**src/shp_pkg.sv**
```systemverilog
// shared constants and types for the sram-like host port
package shp_pkg;
  localparam int HOST_W = 16;
  localparam int WORD_W = 32;
  localparam int ADDR_W = 7;
  localparam int CSR_IDX_W = 6;
  localparam int TX_DEPTH = 4;
  localparam int IRQ_N = 8;
  localparam int PIN_W = 3 + 1 + ADDR_W + HOST_W;
  // cs, read and write strobes idle high in the synchroniser after reset
  localparam logic [PIN_W-1:0] PIN_RST = 27'h7000000;
  // upper two address bits (a7, a6) of the data-fifo window
  localparam logic [1:0] DATA_REGION = 2'h0;
  localparam logic [HOST_W-1:0] DOUT_RST = 16'h0000;
  localparam logic [HOST_W-1:0] DOUT_EMPTY = 16'h0000;
  localparam logic [CSR_IDX_W-1:0] CSR_IDX_RST = 6'h00;
  localparam logic [WORD_W-1:0] WORD_RST = 32'h00000000;
  typedef enum logic [2:0] {
    ST_IDLE = 3'b001,
    ST_RD = 3'b010,
    ST_WR = 3'b100
  } shp_state_t;
endpackage

```
**src/shp_fifo.sv**
```systemverilog
// small synchronous fifo with valid/ready on both sides
`timescale 1ns/1ns
module shp_fifo #(
  parameter int W = 32,
  parameter int D = 4
) (
  input wire logic ref_clk,
  input wire logic reset,
  input wire logic ce,
  input wire logic in_valid,
  output logic in_ready,
  input wire logic [W-1:0] in_data,
  output logic out_valid,
  input wire logic out_ready,
  output logic [W-1:0] out_data
);
  localparam int PW = (D > 1) ? $clog2(D) : 1;
  localparam int CW = $clog2(D + 1);
  logic [W-1:0] mem_r [D];
  logic [W-1:0] mem_nxt [D];
  logic [PW-1:0] wp_r, wp_nxt, rp_r, rp_nxt;
  logic [CW-1:0] cnt_r, cnt_nxt;
  logic push, pop;

  assign in_ready = (cnt_r != CW'(D));
  assign out_valid = (cnt_r != '0);
  assign out_data = mem_r[rp_r];
  assign push = ce & in_valid & in_ready;
  assign pop = ce & out_valid & out_ready;

  for (genvar i = 0; i < D; i++) begin : g_ent
    always_comb begin
      mem_nxt[i] = (push && wp_r == PW'(i)) ? in_data : mem_r[i];
    end
  end

  // depth is taken as a power of two so the pointers wrap by themselves
  always_comb begin
    wp_nxt = push ? PW'(wp_r + 1'b1) : wp_r;
    rp_nxt = pop ? PW'(rp_r + 1'b1) : rp_r;
    cnt_nxt = cnt_r;
    if (push && !pop) begin
      cnt_nxt = CW'(cnt_r + 1'b1);
    end else if (pop && !push) begin
      cnt_nxt = CW'(cnt_r - 1'b1);
    end
  end

  always_ff @(posedge ref_clk) begin
    if (ce) begin
      mem_r <= mem_nxt;
    end
  end

  always_ff @(posedge ref_clk or posedge reset) begin
    if (reset) begin
      wp_r <= '0;
      rp_r <= '0;
      cnt_r <= '0;
    end else if (ce) begin
      wp_r <= wp_nxt;
      rp_r <= rp_nxt;
      cnt_r <= cnt_nxt;
    end
  end
endmodule

```
**src/shp_host_port.sv**
```systemverilog
// sram-like 16-bit host port with 32-bit fifo and csr paths
`timescale 1ns/1ns
module shp_host_port (
  input wire logic ref_clk,
  input wire logic reset,
  input wire logic clk_en,
  input wire logic chip_select_n,
  input wire logic read_strobe_n,
  input wire logic write_strobe_n,
  input wire logic [shp_pkg::ADDR_W-1:0] host_addr,
  input wire logic data_sel,
  input wire logic [shp_pkg::HOST_W-1:0] host_data_in,
  output logic [shp_pkg::HOST_W-1:0] host_data_out,
  output logic host_data_oe,
  input wire logic big_endian,
  input wire logic low_power,
  output logic wake,
  output logic [shp_pkg::WORD_W-1:0] tx_word,
  output logic tx_valid,
  input wire logic tx_ready,
  output logic tx_space,
  output logic tx_overrun,
  input wire logic [shp_pkg::WORD_W-1:0] rx_word,
  input wire logic rx_valid,
  output logic rx_ready,
  output logic [shp_pkg::CSR_IDX_W-1:0] csr_index,
  output logic [shp_pkg::WORD_W-1:0] csr_wdata,
  output logic csr_wr,
  output logic csr_rd,
  input wire logic [shp_pkg::WORD_W-1:0] csr_rdata,
  input wire logic [shp_pkg::IRQ_N-1:0] irq_events,
  input wire logic [shp_pkg::IRQ_N-1:0] irq_enable,
  input wire logic irq_active_high,
  input wire logic irq_open_drain,
  output logic irq_out,
  output logic irq_oe
);
  import shp_pkg::*;

  logic [PIN_W-1:0] sync1_r, sync2_r;
  logic cs_n_s, rd_n_s, wr_n_s, sel_s;
  logic [ADDR_W-1:0] addr_s;
  logic [HOST_W-1:0] din_s;
  logic rd_act, wr_act, is_data, csr_half, irq_lvl;
  shp_state_t state_r, state_nxt;
  logic half_wr_r, half_wr_nxt, half_rd_r, half_rd_nxt;
  logic rd_half_r, rd_half_nxt, read_seen_r, read_seen_nxt;
  logic wt_ok_r, wt_ok_nxt, wt_data_r, wt_data_nxt, wt_half_r, wt_half_nxt;
  logic [CSR_IDX_W-1:0] wt_idx_r, wt_idx_nxt, csr_idx_r, csr_idx_nxt;
  logic [HOST_W-1:0] wdata_r, wdata_nxt, lo_hold_r, lo_hold_nxt;
  logic [HOST_W-1:0] csr_hold_r, csr_hold_nxt, rx_hold_r, rx_hold_nxt;
  logic [HOST_W-1:0] dout_r, dout_nxt;
  logic [WORD_W-1:0] push_word_r, push_word_nxt, csr_wd_r, csr_wd_nxt;
  logic push_valid_r, push_valid_nxt, csr_wr_r, csr_wr_nxt;
  logic csr_rd_r, csr_rd_nxt, wake_r, wake_nxt, oe_r, oe_nxt;
  logic ovr_r, ovr_nxt, irq_r, irq_nxt, irq_oe_r, irq_oe_nxt;

  // host pins are asynchronous; the data bus may tear while it settles, so
  // write data is taken from the last cycle the strobe was still seen low
  always_ff @(posedge ref_clk or posedge reset) begin
    if (reset) begin
      sync1_r <= PIN_RST;
      sync2_r <= PIN_RST;
    end else if (clk_en) begin
      sync1_r <= {chip_select_n, read_strobe_n, write_strobe_n, data_sel,
                  host_addr, host_data_in};
      sync2_r <= sync1_r;
    end
  end
  assign {cs_n_s, rd_n_s, wr_n_s, sel_s, addr_s, din_s} = sync2_r;

  assign rd_act = ~cs_n_s & ~rd_n_s;
  assign wr_act = ~cs_n_s & ~wr_n_s & rd_n_s;
  // a7..a1 ignored under data select; direction picks rx or tx
  assign is_data = sel_s | (addr_s[6:5] == DATA_REGION);
  assign csr_half = addr_s[0] ^ big_endian;
  assign irq_lvl = |(irq_events & irq_enable);

  assign rx_ready = clk_en & (state_r == ST_IDLE) & rd_act & is_data &
                    ~half_rd_r & rx_valid;

  shp_fifo #(
    .W(WORD_W),
    .D(TX_DEPTH)
  ) u_tx_fifo (
    .ref_clk(ref_clk),
    .reset(reset),
    .ce(clk_en),
    .in_valid(push_valid_r),
    .in_ready(tx_space),
    .in_data(push_word_r),
    .out_valid(tx_valid),
    .out_ready(tx_ready),
    .out_data(tx_word)
  );

  always_comb begin
    state_nxt = state_r;
    half_wr_nxt = half_wr_r;
    half_rd_nxt = half_rd_r;
    rd_half_nxt = rd_half_r;
    read_seen_nxt = read_seen_r;
    wt_ok_nxt = wt_ok_r;
    wt_data_nxt = wt_data_r;
    wt_half_nxt = wt_half_r;
    wt_idx_nxt = wt_idx_r;
    csr_idx_nxt = csr_idx_r;
    wdata_nxt = wdata_r;
    lo_hold_nxt = lo_hold_r;
    csr_hold_nxt = csr_hold_r;
    rx_hold_nxt = rx_hold_r;
    dout_nxt = dout_r;
    push_word_nxt = push_word_r;
    csr_wd_nxt = csr_wd_r;
    push_valid_nxt = 1'b0;
    csr_wr_nxt = 1'b0;
    csr_rd_nxt = 1'b0;
    wake_nxt = 1'b0;
    unique case (state_r)
      ST_IDLE: begin
        if (rd_act) begin
          state_nxt = ST_RD;
          read_seen_nxt = 1'b1;
          if (is_data) begin
            if (half_rd_r) begin
              dout_nxt = rx_hold_r;
              half_rd_nxt = 1'b0;
            end else if (rx_valid) begin
              dout_nxt = rx_word[15:0];
              rx_hold_nxt = rx_word[31:16];
              half_rd_nxt = 1'b1;
            end else begin
              dout_nxt = DOUT_EMPTY;
            end
          end else begin
            csr_rd_nxt = 1'b1;
            csr_idx_nxt = addr_s[6:1];
            rd_half_nxt = csr_half;
          end
        end else if (wr_act) begin
          state_nxt = ST_WR;
          wake_nxt = low_power;
          // the waking write itself is dropped; a read must come first
          wt_ok_nxt = read_seen_r & ~low_power;
          if (low_power) begin
            read_seen_nxt = 1'b0;
          end
          wt_data_nxt = is_data;
          wt_half_nxt = csr_half;
          wt_idx_nxt = addr_s[6:1];
          wdata_nxt = din_s;
        end
      end
      ST_RD: begin
        if (!rd_act) begin
          state_nxt = ST_IDLE;
        end
      end
      ST_WR: begin
        if (wr_act) begin
          wdata_nxt = din_s;
        end else begin
          state_nxt = ST_IDLE;
          if (wt_ok_r && wt_data_r) begin
            if (!half_wr_r) begin
              lo_hold_nxt = wdata_r;
              half_wr_nxt = 1'b1;
            end else begin
              push_valid_nxt = 1'b1;
              push_word_nxt = {wdata_r, lo_hold_r};
              half_wr_nxt = 1'b0;
            end
          end else if (wt_ok_r) begin
            if (!wt_half_r) begin
              csr_hold_nxt = wdata_r;
            end else begin
              csr_wr_nxt = 1'b1;
              csr_wd_nxt = {wdata_r, csr_hold_r};
              csr_idx_nxt = wt_idx_r;
            end
          end
        end
      end
    endcase
    if (csr_rd_r) begin
      dout_nxt = rd_half_r ? csr_rdata[31:16] : csr_rdata[15:0];
    end
    // the host has no wait pin, so a full tx fifo loses the word
    ovr_nxt = push_valid_r & ~tx_space;
    oe_nxt = rd_act;
    irq_nxt = irq_active_high ? irq_lvl : ~irq_lvl;
    irq_oe_nxt = ~irq_open_drain | ~irq_nxt;
  end

  always_ff @(posedge ref_clk or posedge reset) begin
    if (reset) begin
      state_r <= ST_IDLE;
      half_wr_r <= 1'b0;
      half_rd_r <= 1'b0;
      rd_half_r <= 1'b0;
      read_seen_r <= 1'b0;
      wt_ok_r <= 1'b0;
      wt_data_r <= 1'b0;
      wt_half_r <= 1'b0;
      wt_idx_r <= CSR_IDX_RST;
      csr_idx_r <= CSR_IDX_RST;
      wdata_r <= DOUT_RST;
      lo_hold_r <= DOUT_RST;
      csr_hold_r <= DOUT_RST;
      rx_hold_r <= DOUT_RST;
      dout_r <= DOUT_RST;
      push_word_r <= WORD_RST;
      csr_wd_r <= WORD_RST;
      push_valid_r <= 1'b0;
      csr_wr_r <= 1'b0;
      csr_rd_r <= 1'b0;
      wake_r <= 1'b0;
      oe_r <= 1'b0;
      ovr_r <= 1'b0;
      irq_r <= 1'b0;
      irq_oe_r <= 1'b0;
    end else if (clk_en) begin
      state_r <= state_nxt;
      half_wr_r <= half_wr_nxt;
      half_rd_r <= half_rd_nxt;
      rd_half_r <= rd_half_nxt;
      read_seen_r <= read_seen_nxt;
      wt_ok_r <= wt_ok_nxt;
      wt_data_r <= wt_data_nxt;
      wt_half_r <= wt_half_nxt;
      wt_idx_r <= wt_idx_nxt;
      csr_idx_r <= csr_idx_nxt;
      wdata_r <= wdata_nxt;
      lo_hold_r <= lo_hold_nxt;
      csr_hold_r <= csr_hold_nxt;
      rx_hold_r <= rx_hold_nxt;
      dout_r <= dout_nxt;
      push_word_r <= push_word_nxt;
      csr_wd_r <= csr_wd_nxt;
      push_valid_r <= push_valid_nxt;
      csr_wr_r <= csr_wr_nxt;
      csr_rd_r <= csr_rd_nxt;
      wake_r <= wake_nxt;
      oe_r <= oe_nxt;
      ovr_r <= ovr_nxt;
      irq_r <= irq_nxt;
      irq_oe_r <= irq_oe_nxt;
    end
  end

  assign host_data_out = dout_r;
  assign host_data_oe = oe_r;
  assign wake = wake_r;
  assign tx_overrun = ovr_r;
  assign csr_index = csr_idx_r;
  assign csr_wdata = csr_wd_r;
  assign csr_wr = csr_wr_r;
  assign csr_rd = csr_rd_r;
  assign irq_out = irq_r;
  assign irq_oe = irq_oe_r;
endmodule

```
**config.mk**
```make
export PLATFORM = sky130hd
export DESIGN_NAME = shp_host_port
export DESIGN_NICKNAME = d
export VERILOG_FILES = /design/src/shp_pkg.sv /design/src/shp_fifo.sv /design/src/shp_host_port.sv
export SDC_FILE = /design/constraint.sdc
export NUM_CORES = 1
export LEC_CHECK = 0
export ABC_AREA = 1
export ABC_CLOCK_PERIOD_IN_PS = 8000
export BUFFER_PORTS_ARGS = -buffer_cell sky130_fd_sc_hd__buf_2
export CAP_MARGIN = 20
export CORE_UTILIZATION = 57
export DETAILED_ROUTE_END_ITERATION = 6
export GPL_ROUTABILITY_DRIVEN = 0
export PLACE_DENSITY_LB_ADDON = 0.15
export SLEW_MARGIN = 20
export SYNTH_ARGS = -nofsm -noshare
export SYNTH_HDL_FRONTEND = slang
export SYNTH_HIERARCHICAL = 1
export SYNTH_SLANG_ARGS = --single-unit
```
**constraint.sdc**
```tcl
create_clock -name ref_clk -period 8 [get_ports ref_clk]
set_input_delay 1.2 -clock ref_clk [delete_from_list [all_inputs] [get_ports ref_clk]]
set_output_delay 1.2 -clock ref_clk [all_outputs]
set_load 0.02 [all_outputs]
```
==> Word-level counts from Yosys, hierarchy flattened <==
Cells that the tools add are included.
{ "op_classes": {"magnitude_cmp": 1, "bitwise_logic": 34, "add_sub_neg": 4, "eq_ne": 16, "n_reduce_logical": 41, "n_mul": 0, "n_mux": 49, "shifts": 0, "div_mod_pow": 0} }
{ "ops": {"columns": ["operator", "n"], "rows": [
  ["$mux 16", 9],
  ["$bmux 32 s2", 1],
  ["$mux 32", 2],
  ["$mux 6", 6],
  ["$pmux 16 s2", 1],
  ["$reduce_and 4->1", 7],
  ["$mux 1", 22],
  ["$mux 3", 6],
  ["$reduce_and 6->1", 3],
  ["$ne 2x2->1 const B", 8],
  ["$not 1->1", 15],
  ["$and 1x1->1", 14],
  ["$reduce_and 2->1", 7],
  ["$reduce_bool 2->1", 7],
  ["$pmux 6 s2", 1],
  ["$reduce_and 5->1", 2],
  ["$pmux 3 s3", 1],
  ["$and 8x8->8", 1],
  ["$reduce_and 8->1", 1],
  ["$reduce_or 8->1", 1],
  ["$logic_and 1x1->1", 7],
  ["$ne 3x3->1 const B", 2],
  ["$add 2x1->2 const B", 2],
  ["$eq 2x2->1 const B", 2],
  ["14 further kinds", 17]
]} }
{ "word_totals": {"rom_bits": 0, "mem_count": 0, "ramBits": 0, "register_bits": 363, "latchBits": 0, "output_inout_bits": 96} }

==> Logic depth before layout (Yosys ltp) <==
{ "depth": {"depth_word": 7, "mapped_depth": 12, "mapped_depth_nobuf": 12} }

==> Modules after synthesis <==
Netlist, hierarchy kept.
{ "modules_own_cells": {"columns": ["module", "area_each_um2", "n_inst", "cells_each"], "rows": [
  ["shp_host_port", 9460.3, 1, 1117],
  ["shp_fifo", 5265.0, 1, 405]
]} }

==> Worst setup path after synthesis <==
Ideal clock, no wire load.
{ "synth_path": {"path_type": "input to register", "start": "in clk_en", "end": "reg u_tx_fifo/mem_r[0] (netlist bit), enable pin", "path_stages": 4, "t_required_ns": 7.579, "setup_ns": 0.421, "path_slack_ns": 4.790, "arrival_ns": 2.789, "path_cell_list": "nand2_1 inv_1 nand2_1 nor2_1"} }
{ "synth_between": {"elab_chain_len": 4} }
{ "synth_lines": {"columns": ["item", "line_no", "source"], "rows": [
  ["start, declared", "shp_host_port.sv:6", "input wire logic clk_en,"],
  ["$and 1x1->1 (2 in series)", "shp_fifo.sv:28", "assign push = ce & in_valid & in_ready;"],
  ["$logic_and 1x1->1", "shp_fifo.sv:33", "mem_nxt[i] = (push && wp_r == PW'(i)) ? in_data : mem_r[i];"],
  ["$reduce_and 2->1 (no source line) (*)", null, null],
  ["end signal, assigned", "shp_fifo.sv:51", "mem_r <= mem_nxt;"],
  ["end, declared", "shp_fifo.sv:19", "logic [W-1:0] mem_r [D];"]
]} }
Mark *: on every way between the ends. The rest lies on a longest branch, timed or not.
A chain may end at the register's enable or synchronous reset.

==> Final worst setup path <==
{ "layout_path": {"start": "reg u_tx_fifo.rp_r[0]", "end": "out tx_word[1] (netlist bit)"} }
{ "layout_between": {"elab_chain_len": 4} }
{ "layout_lines": {"columns": ["item", "line_no", "source"], "rows": [
  ["start, declared", "shp_fifo.sv:21", "logic [PW-1:0] wp_r, wp_nxt, rp_r, rp_nxt;"],
  ["start signal, assigned", "shp_fifo.sv:62", "rp_r <= rp_nxt;"],
  ["$not 2->3 (implied by the code)", "shp_fifo.sv:27", "assign out_data = mem_r[rp_r];"],
  ["$bmux 32 s2", "shp_fifo.sv:27", null],
  ["$mux 32 (implied by the code) (2 in series)", "shp_fifo.sv:27", null],
  ["end, declared", "shp_host_port.sv:18", "output logic [shp_pkg::WORD_W-1:0] tx_word,"]
]} }
No other way between the ends. The select of a mux whose other input is x is not followed.

==> out/qor.csv <==
stage;metric;value;unit
finish;Nets;1836;
pwr;pwr dens;315;nW/um^2
finish;share of cells above drive strength 1;18.5;%
critical_path;Worst Path Arrival;2.42;ns
worst_hold_path;Hold Path Origin;sync1_r[26]$_DFFE_PP1P_;
critical_path;R2R Path End;host_data_out[6]$_DFFE_PP0P_;
floorplanning;Std-Cell Rows;58;
finish;fill cell count;1972;
critical_path;reg2reg setup slack;5.42;ns
pwr;peak supply drop;195;uV
logic_synthesis;Warnings, synthesis;6;
timing;crit path time final;3.62;ns
timing;fin crit share;45.3;%
finish;fin cells;2073;
run_status;outcome;complete, no violations;
cts;post-CTS setup buffer count;0;
timing;Setup TNS;0;ns
placement;worst slack, placed;4.25;ns
timing;final worst clock skew;0.0118;ns
logic_synthesis;synth top area cells;dfrtp_1 39%, edfxtp_1 26%, nand2_1 14%, o21ai_0 6.0%, nor2_1 3.2%;
global_routing;largest net degree at the start of global routing;97;
logic_synthesis;FF+latch count, synth;363;
timing;Final Hold Fails;0;
critical_path;Required @ worst endpoint;6.80;ns
critical_path;CP Capture Type;primary output;
critical_path;worst-path fanout max;65;
logic_synthesis;post-synth top area share;38.7;%
routing;via count;10600;
floorplanning;Ports;212;
finish;ANT cells;0;
global_routing;initial antenna violation count;0;
timing;minimum hold slack;0.462;ns
placement;PortBufs;211;
cts;CTS tree;built;
floorplanning;chip width;163;um
routing;Residual DRC;0;
routing;DR WL/cell;15.1;um
logic_synthesis;Avg Cell Area, Syn;9.68;um^2
timing;Finish-stage setup viols;0;
cts;Clock transition at path regs;0.06;ns
pwr;Leak;0.00828;uW
cts;clk sink count;363;
floorplanning;total core area;25300;um^2
global_routing;vias in the first global route;10300;
cts;Max Buffers Root-to-Sink;3;
run;max cap viols;0;
finish;Synth-to-Final Area Change;17.5;%
critical_path;CP Launch Type;flip-flop;
global_routing;first-pass GRT wire length;51700;um
floorplanning;Starting Density;58.3;%
logic_synthesis;Seq/Total Area, Yosys;66.1;%
global_routing;Tot GR Track Use;24.8;%
logic_synthesis;Post-Synthesis Cells;1522;
cts;CTS Root Cell;clkbuf_16;
logic_synthesis;syn_nets;1644;
logic_synthesis;post-synth top area cell;dfrtp_1;
logic_synthesis;Synth top cells by count;538 x nand2_1, 228 x dfrtp_1, 176 x o21ai_0;
routing;drt via density;5.11;
finish;Reg area;9730;um^2
timing;Slew Viols, Final;0;
timing;Max Fclk;276;MHz
routing;final WL;31400;um
placement;DP HPWL;19800;um
cts;post_cts resized;0;
cts;H-tree level count;2;
cts;hold buffers post-CTS;0;
worst_hold_path;WHS Path Cells;2;
logic_synthesis;Top FF cell, synth;dfrtp_1;
global_routing;grt total ovfl;0;
finish;Multi-input gate area;4220;um^2
timing;Tightest Pin Transition;0.859;ns
cts;worst-skew pair later-pin latency;0.52;ns
logic_synthesis;synth unique cells;31;
worst_hold_path;Hold Crit Class;reg -> reg;
worst_hold_path;worst hold endpoint;sync1_r[26]$_DFFE_PP1P_;
critical_path;R2R depth;4;
timing;RSZ-0062 raised after global routing;no;
critical_path;Crit Reg-Reg Startpoint;csr_rd$_DFFE_PP0P_;
logic_synthesis;top-count cell post-synth;nand2_1;
logic_synthesis;EDFF count, synth;128;
finish;fin util;68.5;%
logic_synthesis;Cell Area, Synth;14700;um^2
cts;cts bufs inserted;37;
placement;Placed Cells incl. Taps;2005;
timing;Relative slew margins;42.7;%
critical_path;Crit Path Class;reg -> out;
routing;Pre-antenna DRT Iters;5;
routing;Final ANT Viol Nets;0;
floorplanning;Vert. Die Dim;163;um
floorplanning;die footprint;26500;um^2
logic_synthesis;Synth async-reset ratio;64.7;%
timing;post-route worst setup slack;4.38;ns
routing;starting DRC count in detailed routing;804;
## placed cells by master (no fill, tap or decap), types with 9 or more instances in the layout
| cell | netlist | routed |
|---|---|---|
| nand2_1 | 538 | 538 |
| inv_1 | 106 | 105 |
| clkbuf_8 | 0 | 9 |
| nor2_1 | 125 | 121 |
| buf_2 | 33 | 211 |
| edfxtp_1 | 128 | 128 |
| o21ai_0 | 176 | 176 |
| dfrtp_1 | 228 | 227 |
| o21ai_1 | 91 | 90 |
| clkbuf_16 | 0 | 40 |
| buf_4 | 9 | 11 |
## how the worst max path moves through the flow
stage	startpoint	to	slack [ns]
after floorplan	reset	csr_hold_r[0]$_DFFE_PP0P_	0.56
after global placement	clk_en	push_word_r[8]$_DFFE_PP0P_	4.35
after detailed placement	clk_en	push_word_r[6]$_DFFE_PP0P_	4.25
after CTS	u_tx_fifo/rp_r[0]$_DFFE_PP0P_	tx_word[1]	4.29
after global routing	u_tx_fifo/rp_r[0]$_DFFE_PP0P_	tx_word[29]	4.22
final	u_tx_fifo/rp_r[0]$_DFFE_PP0P_	tx_word[1]	4.38
## metrics by stage
stage / power (uW) / area, um^2
detailed placement: 3640 / 15900
CTS: 5490 / 17300
global route: 5730 / 17300
finish: 5450 / 17300
global placement: 3600 / 15900
floorplan: 3200 / 14700
## critical path, cell delays in order, from the launching register on
cell and delay, ns:
dfrtp_2 0.37, clkinv_2 0.63, o21ai_0 0.46, o21ai_1 0.20, buf_2 0.20
## power by group
| group | total (uW) | switching [uW] | internal (uW) |
|---|---|---|---|
| Combinational | 1250 | 853 | 397 |
| Clock | 1850 | 687 | 1160 |
| Sequential | 2360 | 229 | 2130 |
| Total | 5450 | 1770 | 3680 |
## cell families after synthesis
| group | Yosys count | synth area share (%) |
|---|---|---|
| adders and majority gates | 6 | 0.561 |
| AOI/OAI and AO/OA | 272 | 9.33 |
| DFF | 363 | 66.1 |
| buffers and inverters | 185 | 5.49 |
| and+or+nand+nor | 694 | 18.4 |
| xor gates and xnor gates | 2 | 0.119 |
## cell type report
| class | instances | area share (%) |
|---|---|---|
| clock buffer | 57 | 6.68 |
| clock inverter | 11 | 1.10 |
| inverter | 116 | 2.57 |
| multi-input combinational | 974 | 24.4 |
| sequential | 363 | 56.3 |
| tap | 330 | 2.39 |
| timing repair buffer | 222 | 6.58 |
## registers in the layout, indices dropped and copies added, names as in the netlist, 16 cells and up
name / flops
lo_hold_r: 16
push_word_r: 32
csr_wdata: 32
sync1_r: 27
sync2_r: 27
csr_hold_r: 16
wdata_r: 16
u_tx_fifo/mem_r: 128
host_data_out: 16
rx_hold_r: 16
## routing by layer
layer | part of all wire (%) | GRT usage [%] | up-vias
met5 | 0 | 0 | -
met4 | 2.3 | 7.56 | 0
met3 | 5.4 | 3.44 | 61
met2 | 48 | 41.3 | 338
met1 | 44 | 34.2 | 4938
li1 | - | - | 5259
Power figures use the tool's default switching activity.
